### src/logic/sysctl_pkg.sv
// Contract
// - four operating modes plus transient power-on
// - hold power-on about three seconds, then low
// - after reset pll off, slow clock only
// - cpu first runs in low-speed mode
// - high-speed uses pll clock, software entered
// - halt in low-speed enters low halt
// - low halt stops io clocks per settings
// - unmasked interrupt wakes low halt to low
// - gpio, external pin, slow timer wake
// - halt in high-speed enters high halt
// - high halt applies all stops together
// - unmasked interrupt returns high halt to high
// - cpu, ahb, apb rates switch at runtime
// - one clock gate per peripheral
// - separate clock divider per uart
// - static input picks resonator or oscillator
// - decode block at base ffff_d000
// - pll parameters writable only while pll off
package sysctl_pkg;
	localparam logic [31:0] SYS_BASE = 32'hffff_d000;
	localparam logic [11:0] OFS_CHIP_IDENTIFICATION = 12'h000;
	localparam logic [11:0] OFS_STRAP_CONFIGURATION = 12'h004;
	localparam logic [11:0] OFS_PLL_PARAMETERS = 12'h008;
	localparam logic [11:0] OFS_PLL_POWER_CONTROL = 12'h00c;
	localparam logic [11:0] OFS_HALT_CLOCK_GATING = 12'h010;
	localparam logic [11:0] OFS_PERIPHERAL_CLOCK_GATING = 12'h014;
	localparam logic [11:0] OFS_CLOCK_SOURCE_SELECT = 12'h018;
	localparam logic [11:0] OFS_HALT_TRIGGER = 12'h01c;
	localparam logic [11:0] OFS_ADDRESS_MAP_SWAP = 12'h020;
	localparam logic [11:0] OFS_SOFTWARE_RESET_TRIGGER = 12'h024;
	localparam logic [11:0] OFS_UART1_BAUD_DIVIDER = 12'h028;
	localparam logic [11:0] OFS_UART2_BAUD_DIVIDER = 12'h02c;
	localparam logic [11:0] OFS_UART3_BAUD_DIVIDER = 12'h030;
	localparam logic [11:0] OFS_SECOND_TIMER_CLOCK_SELECT = 12'h034;
	localparam logic [11:0] OFS_MEMORY_BUS_PULLDOWN = 12'h040;
	localparam logic [11:0] OFS_CARD_BUS_PULLDOWN = 12'h044;
	localparam logic [11:0] OFS_PORT_E_RESISTORS = 12'h048;
	localparam logic [11:0] OFS_PORT_F_RESISTORS = 12'h04c;
	localparam logic [11:0] OFS_PORT_G_RESISTORS = 12'h050;
	localparam logic [11:0] OFS_PORT_H_RESISTORS = 12'h054;
	localparam logic [11:0] OFS_PORT_I_RESISTORS = 12'h058;
	localparam logic [11:0] OFS_PORT_J_RESISTORS = 12'h05c;
	localparam logic [11:0] OFS_PORT_K_RESISTORS = 12'h060;
	localparam logic [11:0] OFS_INTERNAL_TEST_SELECT = 12'h064;
	localparam logic [11:0] OFS_ON_CHIP_RAM_CONTROL = 12'h068;
	localparam logic [11:0] OFS_GENERAL_EXTRA_SETTINGS = 12'h06c;
	localparam int unsigned REG_WORDS = 28;
	// reset values
	localparam logic [31:0] RST_PLL_PARAMETERS = 32'h0421_84ae;
	localparam logic [31:0] RST_CLEAR = 32'h0000_0000;
	// arbitrary neutral identity value
	localparam logic [31:0] CHIP_ID_DEFAULT = 32'h0000_0001;
	// field positions
	localparam int unsigned PLL_RUN_BIT_POS = 0;
	localparam int unsigned HIGH_REQ_POS = 0;
	localparam int unsigned CPU_DIV_LSB = 4;
	localparam int unsigned AHB_DIV_LSB = 8;
	localparam int unsigned APB_DIV_LSB = 12;
	localparam int unsigned MODE_STAT_LSB = 16;
	localparam int unsigned HALT_CPU_STOP_POS = 0;
	localparam int unsigned HALT_AHB_STOP_POS = 1;
	localparam int unsigned HALT_APB_STOP_POS = 2;
	localparam int unsigned HALT_IO_STOP_POS = 3;
	localparam int unsigned SWRST_POS = 0;
	localparam int unsigned REMAP_POS = 0;
	localparam int unsigned UART_DIV_W = 16;
	// timing
	localparam int unsigned CLK_KHZ = 125000;
	localparam int unsigned POWER_ON_MS = 3000;
	localparam int unsigned PON_CYCLES = POWER_ON_MS * CLK_KHZ;
	typedef enum logic [2:0] {
		MODE_POWER_ON,
		MODE_LOW,
		MODE_LOW_HALT,
		MODE_HIGH,
		MODE_HIGH_HALT
	} mode_e;
	typedef struct packed {
		logic psel;
		logic penable;
		logic pwrite;
		logic [31:0] paddr;
		logic [31:0] pwdata;
	} apb_req_s;
	typedef struct packed {
		logic pready;
		logic pslverr;
		logic [31:0] prdata;
	} apb_rsp_s;
endpackage : sysctl_pkg

### src/logic/system_clock_power_mode_ctrl.sv
`timescale 1ns/1ps
module system_clock_power_mode_ctrl #(
	parameter int unsigned POWER_ON_CYCLES = sysctl_pkg::PON_CYCLES,
	parameter int unsigned NUM_PERIPH = 32,
	parameter logic [31:0] CHIP_ID = sysctl_pkg::CHIP_ID_DEFAULT
) (
	// clock and reset
	input wire logic clk,
	input wire logic srst,
	// peripheral bus
	input wire sysctl_pkg::apb_req_s bus_req,
	output sysctl_pkg::apb_rsp_s bus_rsp,
	// pins
	input wire logic slow_clock_pin,
	input wire logic slow_clock_source_select,
	input wire logic ext_irq_pin,
	input wire logic [15:0] strap_pins,
	// wake sources
	input wire logic irq_unmasked,
	input wire logic gpio_irq,
	input wire logic slow_timer_irq,
	// clock enables
	output logic cpu_clk_en,
	output logic ahb_clk_en,
	output logic apb_clk_en,
	output logic [NUM_PERIPH-1:0] periph_clk_en,
	output logic [2:0] uart_clk_en,
	// control outputs
	output logic osc_amp_en,
	output logic pll_power_down,
	output logic [31:0] pll_params,
	output logic address_swap,
	output logic sw_reset,
	output sysctl_pkg::mode_e mode
);
	import sysctl_pkg::*;

	mode_e mode_r;
	logic [31:0] store_r [0:REG_WORDS-1];
	logic [31:0] prdata_r;
	logic pslverr_r;
	logic [31:0] pon_cnt_r;
	logic [15:0] strap_r;
	logic [15:0] strap_s1_r;
	logic [15:0] strap_s2_r;
	logic [15:0] strap_s3_r;
	logic [3:0] strap_wait_r;
	logic [3:0] halt_stops_r;
	logic sw_reset_r;
	logic [2:0] slow_sync_r;
	logic slow_lvl_r;
	logic [2:0] ext_sync_r;
	logic ext_lvl_r;
	logic [2:0] sel_sync_r;
	logic sel_lvl_r;
	logic [11:0] ofs;
	logic [4:0] widx;
	logic in_block;
	logic mapped;
	logic writable;
	logic wr;
	logic rd_setup;
	logic slow_tick;
	logic base_en;
	logic running;
	logic halting;
	logic io_stop;
	logic halt_cmd;
	logic wake;
	logic pll_run;
	logic high_req;
	logic [2:0] bus_en;
	logic [31:0] rd_val;

	function automatic logic [2:0] div_mask(input logic [1:0] sel);
		logic [2:0] m;
		m = 3'h0;
		case (sel)
			2'h1: m = 3'h1;
			2'h2: m = 3'h3;
			2'h3: m = 3'h7;
			default: m = 3'h0;
		endcase
		return m;
	endfunction : div_mask

	// address decode
	assign ofs = bus_req.paddr[11:0];
	assign widx = bus_req.paddr[6:2];
	assign in_block = (bus_req.paddr[31:12] == SYS_BASE[31:12]) && (ofs[1:0] == 2'h0);

	always_comb begin
		mapped = 1'b1;
		writable = 1'b1;
		case (ofs)
			OFS_CHIP_IDENTIFICATION, OFS_STRAP_CONFIGURATION: writable = 1'b0;
			OFS_HALT_TRIGGER, OFS_SOFTWARE_RESET_TRIGGER: writable = 1'b0;
			OFS_PLL_PARAMETERS, OFS_PLL_POWER_CONTROL, OFS_HALT_CLOCK_GATING: ;
			OFS_PERIPHERAL_CLOCK_GATING, OFS_CLOCK_SOURCE_SELECT: ;
			OFS_ADDRESS_MAP_SWAP, OFS_UART1_BAUD_DIVIDER: ;
			OFS_UART2_BAUD_DIVIDER, OFS_UART3_BAUD_DIVIDER: ;
			OFS_SECOND_TIMER_CLOCK_SELECT, OFS_MEMORY_BUS_PULLDOWN: ;
			OFS_CARD_BUS_PULLDOWN, OFS_PORT_E_RESISTORS, OFS_PORT_F_RESISTORS: ;
			OFS_PORT_G_RESISTORS, OFS_PORT_H_RESISTORS, OFS_PORT_I_RESISTORS: ;
			OFS_PORT_J_RESISTORS, OFS_PORT_K_RESISTORS, OFS_INTERNAL_TEST_SELECT: ;
			OFS_ON_CHIP_RAM_CONTROL, OFS_GENERAL_EXTRA_SETTINGS: ;
			default: begin
				mapped = 1'b0;
				writable = 1'b0;
			end
		endcase
		if (!in_block) begin
			mapped = 1'b0;
			writable = 1'b0;
		end
	end

	// ready is always high, so the access phase lasts one cycle
	assign wr = bus_req.psel && bus_req.penable && bus_req.pwrite;
	assign rd_setup = bus_req.psel && !bus_req.penable && !bus_req.pwrite;
	assign halt_cmd = wr && in_block && (ofs == OFS_HALT_TRIGGER);
	assign pll_run = store_r[OFS_PLL_POWER_CONTROL[6:2]][PLL_RUN_BIT_POS];
	assign high_req = store_r[OFS_CLOCK_SOURCE_SELECT[6:2]][HIGH_REQ_POS];

	// register storage
	always_ff @(posedge clk) begin
		if (srst) begin
			for (int i = 0; i < REG_WORDS; i++) begin
				store_r[i] <= RST_CLEAR;
			end
			store_r[OFS_PLL_PARAMETERS[6:2]] <= RST_PLL_PARAMETERS;
		end else if (wr && writable) begin
			if (ofs == OFS_PLL_PARAMETERS) begin
				// silently dropped while the pll runs
				if (!pll_run) begin
					store_r[widx] <= bus_req.pwdata;
				end
			end else begin
				store_r[widx] <= bus_req.pwdata;
			end
		end
	end

	// read data captured in the setup phase
	always_comb begin
		rd_val = 32'h0;
		case (ofs)
			OFS_CHIP_IDENTIFICATION: rd_val = CHIP_ID;
			OFS_STRAP_CONFIGURATION: rd_val = {16'h0, strap_r};
			OFS_HALT_TRIGGER, OFS_SOFTWARE_RESET_TRIGGER: rd_val = 32'h0;
			OFS_CLOCK_SOURCE_SELECT: begin
				rd_val = store_r[widx];
				rd_val[MODE_STAT_LSB+2:MODE_STAT_LSB] = mode_r;
			end
			default: rd_val = store_r[widx];
		endcase
		if (!mapped) begin
			rd_val = 32'h0;
		end
	end

	always_ff @(posedge clk) begin
		if (srst) begin
			prdata_r <= 32'h0;
		end else if (rd_setup) begin
			prdata_r <= rd_val;
		end
	end

	always_ff @(posedge clk) begin
		if (srst) begin
			pslverr_r <= 1'b0;
		end else if (bus_req.psel && !bus_req.penable) begin
			pslverr_r <= !mapped;
		end
	end

	assign bus_rsp.pready = 1'b1;
	assign bus_rsp.pslverr = pslverr_r && bus_req.psel && bus_req.penable;
	assign bus_rsp.prdata = prdata_r;

	// software reset pulse, write only
	always_ff @(posedge clk) begin
		if (srst) begin
			sw_reset_r <= 1'b0;
		end else begin
			sw_reset_r <= wr && in_block && (ofs == OFS_SOFTWARE_RESET_TRIGGER)
				&& bus_req.pwdata[SWRST_POS];
		end
	end

	// straps are pins too: three stages, then one capture four edges after release
	always_ff @(posedge clk) begin
		if (srst) begin
			strap_wait_r <= 4'h1;
		end else begin
			strap_wait_r <= {strap_wait_r[2:0], 1'b0};
		end
	end

	always_ff @(posedge clk) begin
		if (srst) begin
			strap_s1_r <= 16'h0;
			strap_s2_r <= 16'h0;
			strap_s3_r <= 16'h0;
		end else begin
			strap_s1_r <= strap_pins;
			strap_s2_r <= strap_s1_r;
			strap_s3_r <= strap_s2_r;
		end
	end

	// a strap still moving at the capture edge is missed until the next reset
	always_ff @(posedge clk) begin
		if (srst) begin
			strap_r <= 16'h0;
		end else if (strap_wait_r[3] && (strap_s2_r == strap_s3_r)) begin
			strap_r <= strap_s3_r;
		end
	end

	// pin synchronisers, a change counts once stages two and three agree
	always_ff @(posedge clk) begin
		if (srst) begin
			slow_sync_r <= 3'h0;
			ext_sync_r <= 3'h0;
			sel_sync_r <= 3'h0;
		end else begin
			slow_sync_r <= {slow_sync_r[1:0], slow_clock_pin};
			ext_sync_r <= {ext_sync_r[1:0], ext_irq_pin};
			sel_sync_r <= {sel_sync_r[1:0], slow_clock_source_select};
		end
	end

	always_ff @(posedge clk) begin
		if (srst) begin
			slow_lvl_r <= 1'b0;
			ext_lvl_r <= 1'b0;
			sel_lvl_r <= 1'b0;
		end else begin
			if (slow_sync_r[1] == slow_sync_r[2]) begin
				slow_lvl_r <= slow_sync_r[2];
			end
			if (ext_sync_r[1] == ext_sync_r[2]) begin
				ext_lvl_r <= ext_sync_r[2];
			end
			if (sel_sync_r[1] == sel_sync_r[2]) begin
				sel_lvl_r <= sel_sync_r[2];
			end
		end
	end

	assign slow_tick = (slow_sync_r[1] == slow_sync_r[2]) && slow_sync_r[2] && !slow_lvl_r;
	assign osc_amp_en = !sel_lvl_r;
	assign wake = irq_unmasked || gpio_irq || slow_timer_irq || ext_lvl_r;

	// power-on wait
	always_ff @(posedge clk) begin
		if (srst) begin
			pon_cnt_r <= 32'h0;
		end else if (mode_r == MODE_POWER_ON) begin
			pon_cnt_r <= pon_cnt_r + 32'h1;
		end
	end

	// operating mode sequencer
	always_ff @(posedge clk) begin
		if (srst) begin
			mode_r <= MODE_POWER_ON;
		end else begin
			case (mode_r)
				MODE_POWER_ON: begin
					if (pon_cnt_r == POWER_ON_CYCLES - 1) begin
						mode_r <= MODE_LOW;
					end
				end
				MODE_LOW: begin
					if (halt_cmd) begin
						mode_r <= MODE_LOW_HALT;
					end else if (high_req && pll_run && slow_tick) begin
						mode_r <= MODE_HIGH;
					end
				end
				MODE_LOW_HALT: begin
					if (wake) begin
						mode_r <= MODE_LOW;
					end
				end
				MODE_HIGH: begin
					if (halt_cmd) begin
						mode_r <= MODE_HIGH_HALT;
					end else if ((!high_req || !pll_run) && slow_tick) begin
						mode_r <= MODE_LOW;
					end
				end
				MODE_HIGH_HALT: begin
					if (irq_unmasked) begin
						mode_r <= MODE_HIGH;
					end
				end
				default: mode_r <= MODE_POWER_ON;
			endcase
		end
	end

	assign mode = mode_r;
	// switches happen on a slow edge, so neither source loses part of a phase
	assign base_en = (mode_r == MODE_HIGH || mode_r == MODE_HIGH_HALT) ? 1'b1 : slow_tick;
	assign running = (mode_r != MODE_POWER_ON);
	assign halting = (mode_r == MODE_LOW_HALT) || (mode_r == MODE_HIGH_HALT);
	// stops frozen at halt entry, so all act in the same cycle and a
	// write during halt cannot stagger them
	always_ff @(posedge clk) begin
		if (srst) begin
			halt_stops_r <= 4'h0;
		end else if (halt_cmd && (mode_r == MODE_LOW || mode_r == MODE_HIGH)) begin
			halt_stops_r <= store_r[OFS_HALT_CLOCK_GATING[6:2]][HALT_IO_STOP_POS:HALT_CPU_STOP_POS];
		end
	end
	assign io_stop = halting && halt_stops_r[HALT_IO_STOP_POS];

	// cpu, ahb and apb dividers, retuned live; a change may clip one period
	generate
		for (genvar g = 0; g < 3; g++) begin : g_bus_div
			localparam int unsigned LSB = (g == 0) ? CPU_DIV_LSB :
				(g == 1) ? AHB_DIV_LSB : APB_DIV_LSB;
			localparam int unsigned STOP = (g == 0) ? HALT_CPU_STOP_POS :
				(g == 1) ? HALT_AHB_STOP_POS : HALT_APB_STOP_POS;
			logic [2:0] cnt_r;
			logic [2:0] mask;
			logic stop;
			assign mask = div_mask(store_r[OFS_CLOCK_SOURCE_SELECT[6:2]][LSB+1:LSB]);
			assign stop = halting && halt_stops_r[STOP];
			always_ff @(posedge clk) begin
				if (srst) begin
					cnt_r <= 3'h0;
				end else if (base_en) begin
					cnt_r <= cnt_r + 3'h1;
				end
			end
			assign bus_en[g] = running && base_en && ((cnt_r & mask) == 3'h0) && !stop;
		end
	endgenerate

	assign cpu_clk_en = bus_en[0];
	assign ahb_clk_en = bus_en[1];
	assign apb_clk_en = bus_en[2];
	assign periph_clk_en = {NUM_PERIPH{bus_en[2] && !io_stop}}
		& store_r[OFS_PERIPHERAL_CLOCK_GATING[6:2]][NUM_PERIPH-1:0];

	// uart baud clock generators
	generate
		for (genvar u = 0; u < 3; u++) begin : g_uart_div
			logic [UART_DIV_W-1:0] cnt_r;
			logic [UART_DIV_W-1:0] div;
			assign div = store_r[OFS_UART1_BAUD_DIVIDER[6:2] + 5'(u)][UART_DIV_W-1:0];
			always_ff @(posedge clk) begin
				if (srst) begin
					cnt_r <= '0;
				end else if (base_en) begin
					if (cnt_r >= div) begin
						cnt_r <= '0;
					end else begin
						cnt_r <= cnt_r + 1'b1;
					end
				end
			end
			assign uart_clk_en[u] = running && base_en && (cnt_r >= div) && !io_stop;
		end
	endgenerate

	assign pll_power_down = !pll_run;
	assign pll_params = store_r[OFS_PLL_PARAMETERS[6:2]];
	assign address_swap = store_r[OFS_ADDRESS_MAP_SWAP[6:2]][REMAP_POS];
	assign sw_reset = sw_reset_r;
endmodule : system_clock_power_mode_ctrl

### config.mk
export PLATFORM = sky130hd
export DESIGN_NAME = system_clock_power_mode_ctrl
export DESIGN_NICKNAME = d
export VERILOG_FILES = /design/src/logic/sysctl_pkg.sv /design/src/logic/system_clock_power_mode_ctrl.sv
export SDC_FILE = /design/constraint.sdc
export NUM_CORES = 2
export LEC_CHECK = 0
export ABC_CLOCK_PERIOD_IN_PS = 6100
export BUFFER_PORTS_ARGS = -buffer_cell sky130_fd_sc_hd__buf_4
export CORE_UTILIZATION = 62
export DETAILED_ROUTE_END_ITERATION = 8
export PLACE_DENSITY = 0.8
export SYNTH_ARGS = -nofsm -noshare
export SYNTH_HDL_FRONTEND = slang
export SYNTH_SLANG_ARGS = --single-unit
### constraint.sdc
create_clock -name clk -period 6.1 [get_ports clk]
set_clock_uncertainty 0.1 [all_clocks]
set_input_delay 0 -clock clk [delete_from_list [all_inputs] [get_ports clk]]
set_output_delay 0 -clock clk [all_outputs]
set_load 0.05 [all_outputs]
Word level (Yosys, flattened, before mapping)
Memories as Yosys holds them, arrays and structs flattened. A register that Yosys moved wholly into a read port is not among the register bits.
Index checks and enable logic that the tools add are counted.
- $add $sub $neg: 7
- $lt $le $gt $ge: 3
- eq/ne operators: 49
- muxes and demuxes: 38
- bitwise logic cells: 6
- reductions and logical operators: 67
- operators with widths (cell ; number):
    $eq A12 B7 Y1 const B ; 12
    $mux W32 ; 4
    $pmux W32 S4 ; 1
    $eq A12 B6 Y1 const B ; 6
    $add A16 B1 Y16 const B ; 3
    $eq A12 B5 Y1 const B ; 4
    $ge A16 B16 Y1 ; 3
    $mux W16 ; 3
    $logic_and A1 B1 Y1 ; 37
    $add A32 B1 Y32 const B ; 1
    $and A32 B32 Y32 ; 1
    $eq A32 B29 Y1 const B ; 1
    $reduce_or A32 Y1 ; 1
    $pmux W3 S3 ; 3
    $reduce_or A26 Y1 ; 1
    $eq A12 B4 Y1 const B ; 2
    $reduce_or A22 Y1 ; 1
    $mux W3 ; 7
    $eq A20 B20 Y1 const B ; 1
    $mux W1 ; 18
    $eq A16 B16 Y1 ; 1
    $pmux W3 S5 ; 1
    $eq A12 B3 Y1 const B ; 1
    $eq A2 B2 Y1 const B ; 6
    other kinds (20) ; 51
- flip-flop bits (word level): 206
- RAM bits: 896
- input bits: 91
- output and inout bits: 111
- logic and storage cells: 194
- memories: 1
- memories (memory ; words ; bits a word ; rd ports ; clocked after Yosys merged registers in ; write ports ; line ; source):
    store_r ; 28 ; 32 ; 10 ; 1 ; 28 ; system_clock_power_mode_ctrl.sv:39 ; logic [31:0] store_r [0:REG_WORDS-1];

Logic depth before layout (Yosys ltp)
- depth after elaboration: 11
- mapped depth: 11
- depth with buffers taken out: 8

Worst setup path after synthesis
No wires, ideal clock.
- path kind: input port to flip-flop
- from: input bus_req[33] (netlist name)
- to: memory store_r[22][0], enable pin
- library setup time: 0.466 ns
- arrival: 4.102 ns
- required time: 5.534 ns
- slack: 1.433 ns
- stages: 7
- buffers on the path: 1
- path through: or4_4 -> nor4_4 -> nand4_1 -> nor4_2 -> o21ai_2 -> buf_2 -> o21ai_0
- RTL lines (item ; line ; source):
    start: declaration ; system_clock_power_mode_ctrl.sv:11 ; input wire sysctl_pkg::apb_req_s bus_req,
    end: declaration ; system_clock_power_mode_ctrl.sv:39 ;

==> impl_metrics.env <==
export IMPL_outcome="finished, final reports clean"
export IMPL_rows=106
export IMPL_antenna_found_initial=5
export IMPL_synth_top_cell_by_area="edfxtp_1"
export IMPL_finalNetCount=4629
export IMPL_final_cell_area_sq_um=61900
export IMPL_yosys_top_cells_count="edfxtp_1, nor2_1, nand2_1, dfxtp_1, mux2i_1"
export IMPL_max_freq_mhz=242
export IMPL_final_core_util_pct=73.6
export IMPL_vias=35300
export IMPL_fp_coreArea_sq_um=84100
export IMPL_finalPower_mw=18.9
export IMPL_htree_levels=4
export IMPL_grt_max_degree=162
export IMPL_ir_drop_uv=306
export IMPL_dieArea_sq_um=86500
export IMPL_grt_pass1_wl_microns=216000
export IMPL_whs_endpoint="store_r[29][29]"
export IMPL_postRouteAntennaNets=0
export IMPL_drt_total_wl_microns=146000
export IMPL_first_iter_violations=5064
export IMPL_hold_ws_ns=0.0407
export IMPL_synth_top_area_share_pct=58.1
export IMPL_r2r_cells=7
export IMPL_port_buffers=200
export IMPL_post_cts_buffers=0
export IMPL_cts_root_buffer="clkbuf_16"
export IMPL_ys_async_sr_fraction_pct=0
export IMPL_r2r_start="mode[1]"
export IMPL_worstReg2RegEnd="mode[2]"
export IMPL_cts_tree="done"
export IMPL_finalMaxSlewViolations=0
export IMPL_hold_depth=2
export IMPL_setup_ws_ns=1.97
export IMPL_wl_per_cell_microns=25.6
export IMPL_yosys_register_bits=1234
export IMPL_io_pins=202
export IMPL_cp_start_kind="input port"
export IMPL_drtPass1Iterations=6
export IMPL_path_cells="dlygate4sd3_1 -> buf_4 -> or4_4 -> nor4_4 -> and4_2 -> and4_1 -> nand2_1 -> nand2_1 -> buf_4"
export IMPL_placed_area_sq_um=56600
export IMPL_cts_made_buffers=130
export IMPL_die_w_microns=294
export IMPL_layoutNonFillerInstCount=5720
export IMPL_cp_max_fo=36
export IMPL_yosysMostFrequentCell="edfxtp_1"
export IMPL_critPathBufInv=3
export IMPL_seq_area_frac_synth_pct=66.1
export IMPL_drc_errors=0
export IMPL_cp_slowest_cell="and4_1"
export IMPL_drive_above_1_share_pct=14.1
export IMPL_cp_arrival_ns=4.44
export IMPL_yosys_warnings=0
export IMPL_rsz0062_at_grt="no"
export IMPL_dp_slack_ns=1.63
export IMPL_avgViaCountPerCell=6.18
export IMPL_end_kind="flip-flop"
export IMPL_die_h_microns=294
export IMPL_maxSlewHeadroom_pct=9.49
export IMPL_power_leakage_nw=22.5
export IMPL_synthFlopType="edfxtp_1"
export IMPL_grt_overflow=0
export IMPL_syn_inst=3920
export IMPL_finalCritPeriodShare_pct=67.6
export IMPL_cp_top_family="simple AND/OR/NAND/NOR gates"
export IMPL_grt_pass1_vias=35200
export IMPL_track_usage_pct=34.1
export IMPL_timing_setup_tns_ns=0
export IMPL_clk_path_buf_depth=3
export IMPL_worstSetupPathType="in2reg"
export IMPL_clkSinkCount=1234
export IMPL_critPathRequiredTime_ns=6.42
export IMPL_setup_viol=0
export IMPL_period_minus_slack_ns=4.13
export IMPL_dp_cells=5377
export IMPL_clock_latency_ns=0.76
export IMPL_synth_edf_count=1024
export IMPL_min_from="bus_req[29]"
export IMPL_r2r_slack_ns=2.66
export IMPL_syn2layout_area_growth_pct=17.0
export IMPL_path_clk_slew_ns=0.06
export IMPL_gp_congestion=0.895
export IMPL_worst_pin_slew_ns=1.36
export IMPL_start_util_pct=62.9
export IMPL_max_cap_viol_count=0
export IMPL_yosysUniqueCellTypes=73
export IMPL_hpwl_microns=87800
export IMPL_synthTopCellsByArea="edfxtp_1, dfxtp_1, mux4_2, nor2_1, mux2i_1"
export IMPL_syn_area_sq_um=52900
export IMPL_hold_viol_final=0
export IMPL_synth_area_per_cell_sq_um=13.5
export IMPL_hp_class="in2reg"
export IMPL_critical_path_max_stage_delay_ns=1.11
export IMPL_power_density_nw_per_um2=305
==> cells by family (layout without fill, tap and decap cells) <==
family                   count (synthesis)  count (layout)  share of synthesized area (%)
AO/OA/AOI/OAI                          348             348                           4.44
adder cells (fa/ha/maj)                 60              60                           1.40
flip-flops                            1234            1234                           66.1
other                                    2             324                         0.0142
multiplexers                           363             363                           11.1
XOR/XNOR                               101             101                           1.67
buffers and inverters                  332             676                           2.73
AND/OR/NAND/NOR                       1480            1480                           12.6
==> layout make-up <==
| type | count | area, sq um |
|---|---|---|
| Antenna cell | 3 | 7.51 |
| Clock buffer | 173 | 3470 |
| Clock inverter | 60 | 749 |
| Fill cell | 5267 | 22200 |
| Inverter | 68 | 255 |
| Multi-Input combinational cell | 2673 | 17900 |
| Sequential cell | 1234 | 35000 |
| Tap cell | 1134 | 1420 |
| Timing Repair Buffer | 375 | 3140 |
==> flip-flops by register name (all words and copies together), names as in the netlist <==
signal            cells
slow_lvl_r            1
sel_sync_r            3
pon_cnt_r            32
strap_r              16
halt_stops_r          4
ext_lvl_r             1
pslverr_r             1
strap_s3_r           16
ext_sync_r            3
prdata_r             32
sw_reset              1
slow_sync_r           3
g_bus_div.cnt_r       9
strap_s1_r           16
mode                  3
strap_wait_r          4
g_uart_div.cnt_r     48
sel_lvl_r             1
strap_s2_r           16
store_r            1024
==> layer usage <==
metal  wire length [microns]  vias up  track usage, %
met5                      22        -               0
met4                    8770        4            19.4
met3                   16900      429            7.62
met2                   69300     2469            54.2
met1                   51300    17200            43.5
li1                        -    15300               -
==> repair_timing <==
action / CTS / global route
setup endpoints to repair: 0 / 0
hold buffers: 107 / 0
resized for setup: 0 / 0
endpoints found under the hold margin: 933 / 0
==> power breakdown <==
| part | internal (mW) | switching, mW | total (mW) |
|---|---|---|---|
| Combinational | 0.486 | 0.850 | 1.34 |
| Clock | 4.42 | 3.40 | 7.82 |
| Sequential | 9.56 | 0.159 | 9.72 |
==> worst register-to-register path: cells and delay by family (launching register included) <==
| family | cells | cell delay [ns] |
|---|---|---|
| flops | 1 | 0.91 |
| simple gates | 3 | 0.73 |
| compound gates | 2 | 0.52 |
| buf+inv | 2 | 1.13 |
==> how the worst max path moves through the flow <==
stage	startpoint	endpoint	depth (start not counted)
finish	bus_req[32]	store_r[8][24]	9
global route	mode[1]	periph_clk_en[28]	8
CTS	bus_req[32]	store_r[8][24]	9
detailed placement	bus_req[33]	store_r[8][24]	8
global placement	bus_req[33]	store_r[8][25]	8
floorplan	bus_req[33]	store_r[22][0]	7
==> placed cells by master, fill, tap and decap left out, drive strengths merged, types with 59 or more instances in the layout <==
cell         Yosys  final
edfxtp        1024   1024
nor2           727    727
conb             2    321
nand2          300    300
buf            100    268
dfxtp          210    210
mux2i          184    184
mux4           175    175
clkbuf         163    173
a22oi          122    122
and3           118    118
dlygate4sd3      0    107
nand3           78     78
inv             66     75
a21oi           69     69
nor2b           68     68
and2            63     63
o21ai           60     60
xnor2           59     59
Note: power is estimated with default switching activity, not from simulation.
